## src/include/dmt_defines.vh

```
// constants for the dual mode compare timer control block
// assumes an 8-bit peripheral bus with byte addresses
`ifndef DMT_DEFINES_VH
`define DMT_DEFINES_VH
`define DMT_ADDR_CTRL 16'hffb6
`define DMT_ADDR_CSR 16'hffb7
`define DMT_ADDR_UCNT 16'hffb8
`define DMT_ADDR_LCNT 16'hffb9
`define DMT_ADDR_UCMP 16'hffba
`define DMT_ADDR_LCMP 16'hffbb
`define DMT_BYTE_ZERO 8'h00
`define DMT_BYTE_ONES 8'hff
`define DMT_CMP_RESET 8'hff
`define DMT_CSR_RESET 8'h00
`define DMT_CTRL_RESET 8'h00
`define DMT_B_UTOG 7
`define DMT_B_USEL_TOP 6
`define DMT_B_USEL_MID 5
`define DMT_B_USEL_LOW 4
`define DMT_B_LTOG 3
`define DMT_B_LSEL_TOP 2
`define DMT_B_LSEL_MID 1
`define DMT_B_LSEL_LOW 0
`define DMT_B_UOVF 7
`define DMT_B_UCMF 6
`define DMT_B_UOVIE 5
`define DMT_B_UCLR 4
`define DMT_B_LOVF 3
`define DMT_B_LCMF 2
`define DMT_B_LOVIE 1
`define DMT_B_LCLR 0
`define DMT_PRE_W 5
`define DMT_PRE_ONE 5'h01
`define DMT_SEL_D32 2'h0
`define DMT_SEL_D16 2'h1
`define DMT_SEL_D4 2'h2
`define DMT_SEL_D2 2'h3
`define DMT_TAP_D32 4
`define DMT_TAP_D16 3
`define DMT_TAP_D4 1
`define DMT_TAP_D2 0
`endif
```

## src/design/dmt_tick_select.v

```verilog
// prescaler tap selection: one-cycle count tick for a counter half
// assumes the prescaler counts up by one on every clock
`include "dmt_defines.vh"
module dmt_tick_select (
  input wire clk,
  input wire rst_n,
  input wire [`DMT_PRE_W-1:0] prescale,
  input wire [1:0] sel,
  output wire tick
);
  // ****************************************
  // tap edge detect
  // ****************************************
  reg [`DMT_PRE_W-1:0] prescale_q;
  reg bit_now;
  reg bit_old;
  always @(posedge clk or negedge rst_n) begin
    if (!rst_n) begin
      prescale_q <= {`DMT_PRE_W{1'b0}};
    end else begin
      prescale_q <= prescale;
    end
  end
  always @* begin
    bit_now = prescale[`DMT_TAP_D32];
    bit_old = prescale_q[`DMT_TAP_D32];
    case (sel)
      `DMT_SEL_D32: begin
        bit_now = prescale[`DMT_TAP_D32];
        bit_old = prescale_q[`DMT_TAP_D32];
      end
      `DMT_SEL_D16: begin
        bit_now = prescale[`DMT_TAP_D16];
        bit_old = prescale_q[`DMT_TAP_D16];
      end
      `DMT_SEL_D4: begin
        bit_now = prescale[`DMT_TAP_D4];
        bit_old = prescale_q[`DMT_TAP_D4];
      end
      default: begin
        bit_now = prescale[`DMT_TAP_D2];
        bit_old = prescale_q[`DMT_TAP_D2];
      end
    endcase
  end
  // falling edge of a tap bit gives one tick per full period
  assign tick = bit_old & ~bit_now;
endmodule

```

## src/design/dmt_timer.v

```verilog
// dual mode compare timer: counters, compares, control and status
// assumes one-cycle rd/wr strobes from the cpu and a synchronous event pin
`include "dmt_defines.vh"
module dmt_timer (
  input wire clk,
  input wire rst_n,
  input wire standby,
  input wire [15:0] addr,
  input wire [7:0] wdata,
  input wire wr,
  input wire rd,
  output reg [7:0] rdata,
  input wire event_input_pin,
  input wire event_edge_select,
  output reg upper_toggle_output_pin,
  output reg lower_toggle_output_pin,
  output reg upper_overflow_irq,
  output reg lower_overflow_irq,
  output reg upper_compare_irq,
  output reg lower_compare_irq
);
  // ****************************************
  // registers
  // ****************************************
  reg [7:0] timer_control;
  reg [7:0] timer_control_status;
  reg [7:0] upper_counter;
  reg [7:0] lower_counter;
  reg [7:0] upper_compare;
  reg [7:0] lower_compare;
  reg [`DMT_PRE_W-1:0] prescale;
  reg event_q;
  reg event_armed;
  reg [3:0] flag_seen;
  reg [7:0] next_status;
  wire wr_ctrl = wr & (addr == `DMT_ADDR_CTRL);
  wire wr_csr = wr & (addr == `DMT_ADDR_CSR);
  wire wr_ucnt = wr & (addr == `DMT_ADDR_UCNT);
  wire wr_lcnt = wr & (addr == `DMT_ADDR_LCNT);
  wire wr_ucmp = wr & (addr == `DMT_ADDR_UCMP);
  wire wr_lcmp = wr & (addr == `DMT_ADDR_LCMP);
  wire rd_csr = rd & (addr == `DMT_ADDR_CSR);
  wire wide_mode = ~timer_control[`DMT_B_USEL_TOP];
  // ****************************************
  // count ticks
  // ****************************************
  wire upper_pre_tick;
  wire lower_pre_tick;
  dmt_tick_select u_upper_sel (
    .clk(clk),
    .rst_n(rst_n),
    .prescale(prescale),
    .sel(timer_control[`DMT_B_USEL_MID:`DMT_B_USEL_LOW]),
    .tick(upper_pre_tick)
  );
  dmt_tick_select u_lower_sel (
    .clk(clk),
    .rst_n(rst_n),
    .prescale(prescale),
    .sel(timer_control[`DMT_B_LSEL_MID:`DMT_B_LSEL_LOW]),
    .tick(lower_pre_tick)
  );
  // edge select 1 counts rising edges, 0 falling
  // no edge until the pin was sampled once: a high pin at reset is no rise
  wire event_edge = event_armed & (event_edge_select ?
    (event_input_pin & ~event_q) : (~event_input_pin & event_q));
  wire lower_tick = timer_control[`DMT_B_LSEL_TOP] ? lower_pre_tick :
    event_edge;
  wire lower_wrap = lower_tick & (lower_counter == `DMT_BYTE_ONES);
  // cascade: upper counts lower wraps; mid and low select ignored
  wire upper_tick = wide_mode ? lower_wrap : upper_pre_tick;
  wire upper_wrap = upper_tick & (upper_counter == `DMT_BYTE_ONES);
  // match fires when the counter leaves the matching value
  wire wide_match = (upper_counter == upper_compare) &
    (lower_counter == lower_compare);
  wire upper_match = wide_mode ? (wide_match & lower_tick) :
    ((upper_counter == upper_compare) & upper_tick);
  wire lower_match = (lower_counter == lower_compare) & lower_tick;
  wire upper_clear = timer_control_status[`DMT_B_UCLR] & upper_match;
  wire lower_clear = wide_mode ? upper_clear :
    (timer_control_status[`DMT_B_LCLR] & lower_match);
  // ****************************************
  // counters and prescaler
  // ****************************************
  always @(posedge clk or negedge rst_n) begin
    if (!rst_n) begin
      prescale <= {`DMT_PRE_W{1'b0}};
      event_q <= 1'b0;
      event_armed <= 1'b0;
      upper_counter <= `DMT_BYTE_ZERO;
      lower_counter <= `DMT_BYTE_ZERO;
      upper_compare <= `DMT_CMP_RESET;
      lower_compare <= `DMT_CMP_RESET;
    end else begin
      prescale <= prescale + `DMT_PRE_ONE;
      event_q <= event_input_pin;
      event_armed <= 1'b1;
      if (wr_ucmp) begin
        upper_compare <= wdata;
      end
      if (wr_lcmp) begin
        lower_compare <= wdata;
      end
      // in 16-bit mode both halves clear on a wide match
      if (wr_ucnt) begin
        upper_counter <= wdata;
      end else if (upper_clear) begin
        upper_counter <= `DMT_BYTE_ZERO;
      end else if (upper_tick) begin
        upper_counter <= upper_counter + 8'h01;
      end
      if (wr_lcnt) begin
        lower_counter <= wdata;
      end else if (lower_clear) begin
        lower_counter <= `DMT_BYTE_ZERO;
      end else if (lower_tick) begin
        lower_counter <= lower_counter + 8'h01;
      end
    end
  end
  // ****************************************
  // control register and toggle outputs
  // ****************************************
  always @(posedge clk or negedge rst_n) begin
    if (!rst_n) begin
      timer_control <= `DMT_CTRL_RESET;
      upper_toggle_output_pin <= 1'b0;
      lower_toggle_output_pin <= 1'b0;
    end else begin
      if (wr_ctrl) begin
        timer_control <= wdata;
      end
      // a write wins over a toggle in the same cycle
      if (wr_ctrl) begin
        upper_toggle_output_pin <= wdata[`DMT_B_UTOG];
      end else if (upper_match) begin
        upper_toggle_output_pin <= ~upper_toggle_output_pin;
      end
      if (wr_ctrl) begin
        lower_toggle_output_pin <= wdata[`DMT_B_LTOG];
      end else if (lower_match & ~wide_mode) begin
        lower_toggle_output_pin <= ~lower_toggle_output_pin;
      end
    end
  end
  // ****************************************
  // status register
  // ****************************************
  // clear_bit: a 0 written after the flag was read as 1
  function clear_bit;
    input seen;
    input wbit;
    begin
      clear_bit = seen & ~wbit;
    end
  endfunction
  always @* begin
    next_status = timer_control_status;
    if (wr_csr) begin
      next_status[`DMT_B_UOVIE] = wdata[`DMT_B_UOVIE];
      next_status[`DMT_B_UCLR] = wdata[`DMT_B_UCLR];
      next_status[`DMT_B_LOVIE] = wdata[`DMT_B_LOVIE];
      next_status[`DMT_B_LCLR] = wdata[`DMT_B_LCLR];
      // writing 1 leaves a flag alone; software never sets one
      if (clear_bit(flag_seen[3], wdata[`DMT_B_UOVF]))
        next_status[`DMT_B_UOVF] = 1'b0;
      if (clear_bit(flag_seen[2], wdata[`DMT_B_UCMF]))
        next_status[`DMT_B_UCMF] = 1'b0;
      if (clear_bit(flag_seen[1], wdata[`DMT_B_LOVF]))
        next_status[`DMT_B_LOVF] = 1'b0;
      if (clear_bit(flag_seen[0], wdata[`DMT_B_LCMF]))
        next_status[`DMT_B_LCMF] = 1'b0;
    end
    // hardware sets last so they win over a clearing write
    if (upper_wrap)
      next_status[`DMT_B_UOVF] = 1'b1;
    if (upper_match)
      next_status[`DMT_B_UCMF] = 1'b1;
    if (lower_wrap & ~wide_mode)
      next_status[`DMT_B_LOVF] = 1'b1;
    if (lower_match & ~wide_mode)
      next_status[`DMT_B_LCMF] = 1'b1;
  end
  always @(posedge clk or negedge rst_n) begin
    if (!rst_n) begin
      timer_control_status <= `DMT_CSR_RESET;
      flag_seen <= 4'h0;
    end else if (standby) begin
      timer_control_status <= `DMT_CSR_RESET;
      flag_seen <= 4'h0;
    end else begin
      timer_control_status <= next_status;
      if (rd_csr) begin
        flag_seen <= {timer_control_status[`DMT_B_UOVF],
          timer_control_status[`DMT_B_UCMF],
          timer_control_status[`DMT_B_LOVF],
          timer_control_status[`DMT_B_LCMF]};
      end else if (wr_csr) begin
        flag_seen <= 4'h0;
      end
    end
  end
  // ****************************************
  // read data and interrupt requests
  // ****************************************
  always @(posedge clk or negedge rst_n) begin
    if (!rst_n) begin
      rdata <= `DMT_BYTE_ZERO;
      upper_overflow_irq <= 1'b0;
      lower_overflow_irq <= 1'b0;
      upper_compare_irq <= 1'b0;
      lower_compare_irq <= 1'b0;
    end else begin
      // control register is write only and reads as ones
      if (addr == `DMT_ADDR_CSR) begin
        rdata <= timer_control_status;
      end else if (addr == `DMT_ADDR_UCNT) begin
        rdata <= upper_counter;
      end else if (addr == `DMT_ADDR_LCNT) begin
        rdata <= lower_counter;
      end else if (addr == `DMT_ADDR_UCMP) begin
        rdata <= upper_compare;
      end else if (addr == `DMT_ADDR_LCMP) begin
        rdata <= lower_compare;
      end else begin
        rdata <= `DMT_BYTE_ONES;
      end
      upper_overflow_irq <= timer_control_status[`DMT_B_UOVF] &
        timer_control_status[`DMT_B_UOVIE];
      lower_overflow_irq <= timer_control_status[`DMT_B_LOVF] &
        timer_control_status[`DMT_B_LOVIE];
      upper_compare_irq <= timer_control_status[`DMT_B_UCMF];
      lower_compare_irq <= timer_control_status[`DMT_B_LCMF];
    end
  end
endmodule

```

## config.mk

```make
export PLATFORM = sky130hd
export DESIGN_NAME = dmt_timer
export DESIGN_NICKNAME = d
export VERILOG_FILES = /design/src/design/dmt_tick_select.v /design/src/design/dmt_timer.v
export VERILOG_INCLUDE_DIRS = /design/src /design/src/include
export SDC_FILE = /design/constraint.sdc
export NUM_CORES = 1
export LEC_CHECK = 0
export ABC_AREA = 0
export BUFFER_PORTS_ARGS = -buffer_cell sky130_fd_sc_hd__buf_4
export CORE_ASPECT_RATIO = 1.75
export CORE_MARGIN = 2
export CORE_UTILIZATION = 63
export DETAILED_ROUTE_END_ITERATION = 12
export PLACE_DENSITY = 0.89
export RECOVER_POWER = 25
export SLEW_MARGIN = 0
export SYNTH_ARGS = -nofsm -noshare
export SYNTH_HDL_FRONTEND = slang
export SYNTH_SLANG_ARGS = --single-unit
export TNS_END_PERCENT = 5
```

## constraint.sdc

```tcl
create_clock -name clk -period 4.08 [get_ports clk]
set_input_delay 0.204 -clock clk [delete_from_list [all_inputs] [get_ports clk]]
set_output_delay 0.204 -clock clk [all_outputs]
set_load 0.03 [all_outputs]
```

==> impl_metrics.ini <==
[synth]
ys_types = 56
postSynth.asyncResetShare_pct = 100
syn-num-nets = 399
yosysSeqAreaShare_pct = 48.8
synth-main-ff-cell = sky130_fd_sc_hd__dfrtp_1
synthesis.yosys.warnings = 0
netlist_area_um2 = 3890
synth_enable_flop_cells = 0
synth-seq-cells = 75
synth.avg_cell_area_um2 = 10.6
netlist_instances = 365

[critical_path]
start_kind = primary input
worstPathMaxFanout = 12
ff2ff_setup_slack_ns = 1.44
critical_path.startpoint = event_input_pin
worst-endpoint-required_ns = 4.34
critical_path.reg2reg.endpoint = lower_counter[4]$_DFFE_PN0P_
worst_ep_arrival_time_ns = 2.97
timing_worst_setup_path_type = in2reg
setup.worst_path.end_class = flip-flop
cp-endpoint = upper_counter[7]$_DFFE_PN0P_
worst-r2r-cell-count = 7
rr_startpoint = upper_counter[4]$_DFFE_PN0P_

[placement]
place_worst_setup_slack_ns = 1.62
dpl.hpwl_mm = 7.32
place.gp.congestion = 0.962
portBuffers = 44
placedInstanceArea_um2 = 4250

[sta]
worst_hold_margin_ns = 0.120
finalCriticalPeriod_ns = 2.71
finalHoldViolCount = 0
slew_headroom_pct = -18.7
final_max_slew_viol_count = 76
skew_ns = 0.0125
report.final.setup_viol = 0
achievable-frequency_mhz = 369
unrepaired_setup_endpoints_after_global_routing = false
fin_worst_setup_slack_ns = 1.37
total_negative_setup_slack_ns = 0
worst_slew_pin_slew_ns = 1.78
timing.final.crit_share_pct = 66.5

[flow_run]
timing.max_cap.violations = 1

[cts]
cts.root.buffer_cell = sky130_fd_sc_hd__clkbuf_8
tritoncts = built
clock_insertion_delay_worst_skew_ns = 0.36
htree_num_levels = 3
clock_path_buffers = 2
clk_pin_slew_ns = 0.07
post-cts-setup-buffers = 0
cts-buffers-inserted = 9
cts_num_sinks = 75
cts-resized-gates = 0

[grt]
grt_pass1_wl_mm = 16.4
grt_antenna_before_repair = 0
grt_overflow_total = 0
grt_use_total_pct = 32.6
grt_max_degree = 76
grt_pass1_vias = 3285

[finish]
layout.filler_cells = 427
final_util_pct = 74.7
final_common_cell = sky130_fd_sc_hd__dfrtp_1
most-common-layout-cells = sky130_fd_sc_hd__dfrtp_1 (59), sky130_fd_sc_hd__buf_4 (43), sky130_fd_sc_hd__a21oi_1 (25)
post_route_cells_drive_above_1_share_pct = 27.4
fin_area_um2 = 4430
area_delta_synth_final_pct = 13.9
num-nets-final = 439
diodes = 0

[power_and_ir_drop]
switching_power_total_uw = 408
p_int_mw = 1.11
max-vdd-ir-drop_uv = 255
power_frac_comb_pct = 11.8
sequentialPowerShare_pct = 53.7
pwr-share-clk_pct = 34.4
swShare_pct = 26.8
leakagePower_nw = 1.87
p_per_area_nw_per_um2 = 344

[floorplan]
die_height_um = 108
die_w_um = 63.4
core_region_area_um2 = 5930
num_rows = 37
initial_standard_cell_utilization_of_the_core_pct = 65.6
design.die.area_um2 = 6840
num_io_pins = 45

[route]
drtPass1Iterations = 7
post_drt_wl_per_cell_um = 20.8
route.vias.total = 3198
final_antenna_violating_net_count = 0
routed_wirelength_mm = 10.2
drtIter0Drc = 315
detail_route.drc_violations = 0
viasPerCell = 6.57

[run_status]
outcome = finished with violations
failing_checks = max-capacitance violations, max-slew violations

[min_path]
min_path_type = in2reg
==> synthesized netlist by cell type (4+ instances only) <==
cell type / instances / area (um^2)
sky130_fd_sc_hd__clkbuf_1: 11 / 41.3
sky130_fd_sc_hd__o21a_1: 4 / 30.0
sky130_fd_sc_hd__dfrtp_1: 59 / 1480
sky130_fd_sc_hd__o22ai_1: 8 / 50.1
sky130_fd_sc_hd__a211oi_1: 7 / 52.6
sky130_fd_sc_hd__nand3_1: 13 / 65.1
sky130_fd_sc_hd__inv_1: 7 / 26.3
sky130_fd_sc_hd__nand2_1: 24 / 90.1
sky130_fd_sc_hd__dfstp_2: 16 / 420
sky130_fd_sc_hd__nand4_1: 10 / 62.6
sky130_fd_sc_hd__mux2_2: 22 / 248
sky130_fd_sc_hd__and3_1: 8 / 50.1
sky130_fd_sc_hd__mux2i_1: 4 / 40.0
sky130_fd_sc_hd__nand2b_1: 4 / 25.0
sky130_fd_sc_hd__nor2_1: 14 / 52.6
sky130_fd_sc_hd__a31oi_1: 4 / 25.0
sky130_fd_sc_hd__o31ai_1: 4 / 30.0
sky130_fd_sc_hd__nor2b_1: 8 / 50.1
sky130_fd_sc_hd__or3b_2: 4 / 35.0
sky130_fd_sc_hd__and2_1: 12 / 75.1
sky130_fd_sc_hd__xnor2_1: 21 / 184
sky130_fd_sc_hd__o21ai_0: 13 / 65.1
sky130_fd_sc_hd__a21oi_1: 25 / 125
sky130_fd_sc_hd__a221oi_1: 7 / 61.3
sky130_fd_sc_hd__xor2_1: 4 / 35.0
==> power by group through the flow <==
| stage | clock [mW] | sequential (mW) | combinational (mW) |
|---|---|---|---|
| after floorplan | 0 | 0.820 | 0.102 |
| after global placement | 0 | 0.826 | 0.171 |
| after detailed placement | 0 | 0.829 | 0.178 |
| after CTS | 0.530 | 0.816 | 0.180 |
| after global routing | 0.566 | 0.822 | 0.197 |
| final | 0.524 | 0.818 | 0.180 |
==> registers in the layout (all words and copies together), names as in the netlist, 4 cells and up <==
| register | flops |
|---|---|
| flag_seen | 4 |
| timer_control | 6 |
| rdata | 8 |
| prescale | 5 |
| upper_counter | 8 |
| upper_compare | 8 |
| timer_control_status | 8 |
| u_lower_sel.prescale_q | 4 |
| lower_compare | 8 |
| lower_counter | 8 |
==> worst min path at each step <==
stage	slack [ns]	depth (start not counted)	end	from
floorplan	-0.09	0	event_armed$_DFF_PN0_	rst_n
global placement	0.33	1	event_q$_DFF_PN0_	event_input_pin
detailed placement	0.33	1	event_q$_DFF_PN0_	event_input_pin
CTS	0.008	1	timer_control_status[5]$_DFFE_PN0P_	rst_n
global route	0.12	2	flag_seen[3]$_DFFE_PN0P_	standby
finish	0.12	2	flag_seen[1]$_DFFE_PN0P_	standby
==> kinds of logic (layout without fill, tap and decap cells) <==
group,count (synthesis),after routing,synth area share [%]
AND/OR/NAND/NOR,117,117,17.0
other,1,1,0.0965
multiplexers,28,28,8.56
adder cells (fa/ha/maj),3,3,0.966
flip-flops,75,75,48.8
buffers and inverters,24,68,2.80
XOR/XNOR,25,25,5.63
AO/OA/AOI/OAI,92,92,16.1
==> layout make-up <==
type	instances	area [um^2]	area share (%)
flip-flops and latches	75	1900	42.8
multi-input cells	266	1890	42.6
repair buffers	46	342	7.71
clock buffers	13	169	3.81
well taps	78	97.6	2.20
inverters	7	26.3	0.593
clock inverters	2	10.0	0.226
==> worst max-delay path, cell delays in order <==
cell                            delay, ns
sky130_fd_sc_hd__dlygate4sd3_1       0.53
sky130_fd_sc_hd__clkbuf_1            0.12
sky130_fd_sc_hd__or3b_2              0.47
sky130_fd_sc_hd__a21oi_1             0.20
sky130_fd_sc_hd__a21o_1              0.39
sky130_fd_sc_hd__nand2_1             0.19
sky130_fd_sc_hd__o311ai_2            0.46
sky130_fd_sc_hd__a21oi_1             0.14
sky130_fd_sc_hd__o31ai_1             0.27
==> metal layers <==
layer  vias to the layer above  wire length, um  track usage [%]
li1                       1420                -                -
met1                      1528             3430             35.1
met2                       200             5430             57.0
met3                        50              687             7.85
met4                         0              597             20.2
met5                         -                0                0
==> repair_timing <==
action / in CTS / in global routing
setup endpoints to repair: 0 / 0
hold buffers: 1 / 0
hold endpoints to repair: 1 / 0
==> stage by stage <==
step | total power, mW | cells
after floorplan | 0.921 | 365
after global placement | 0.997 | 471
after detailed placement | 1.01 | 471
after CTS | 1.53 | 487
after global routing | 1.58 | 487
final | 1.52 | 487
Note: power is estimated with default switching activity, not from simulation.
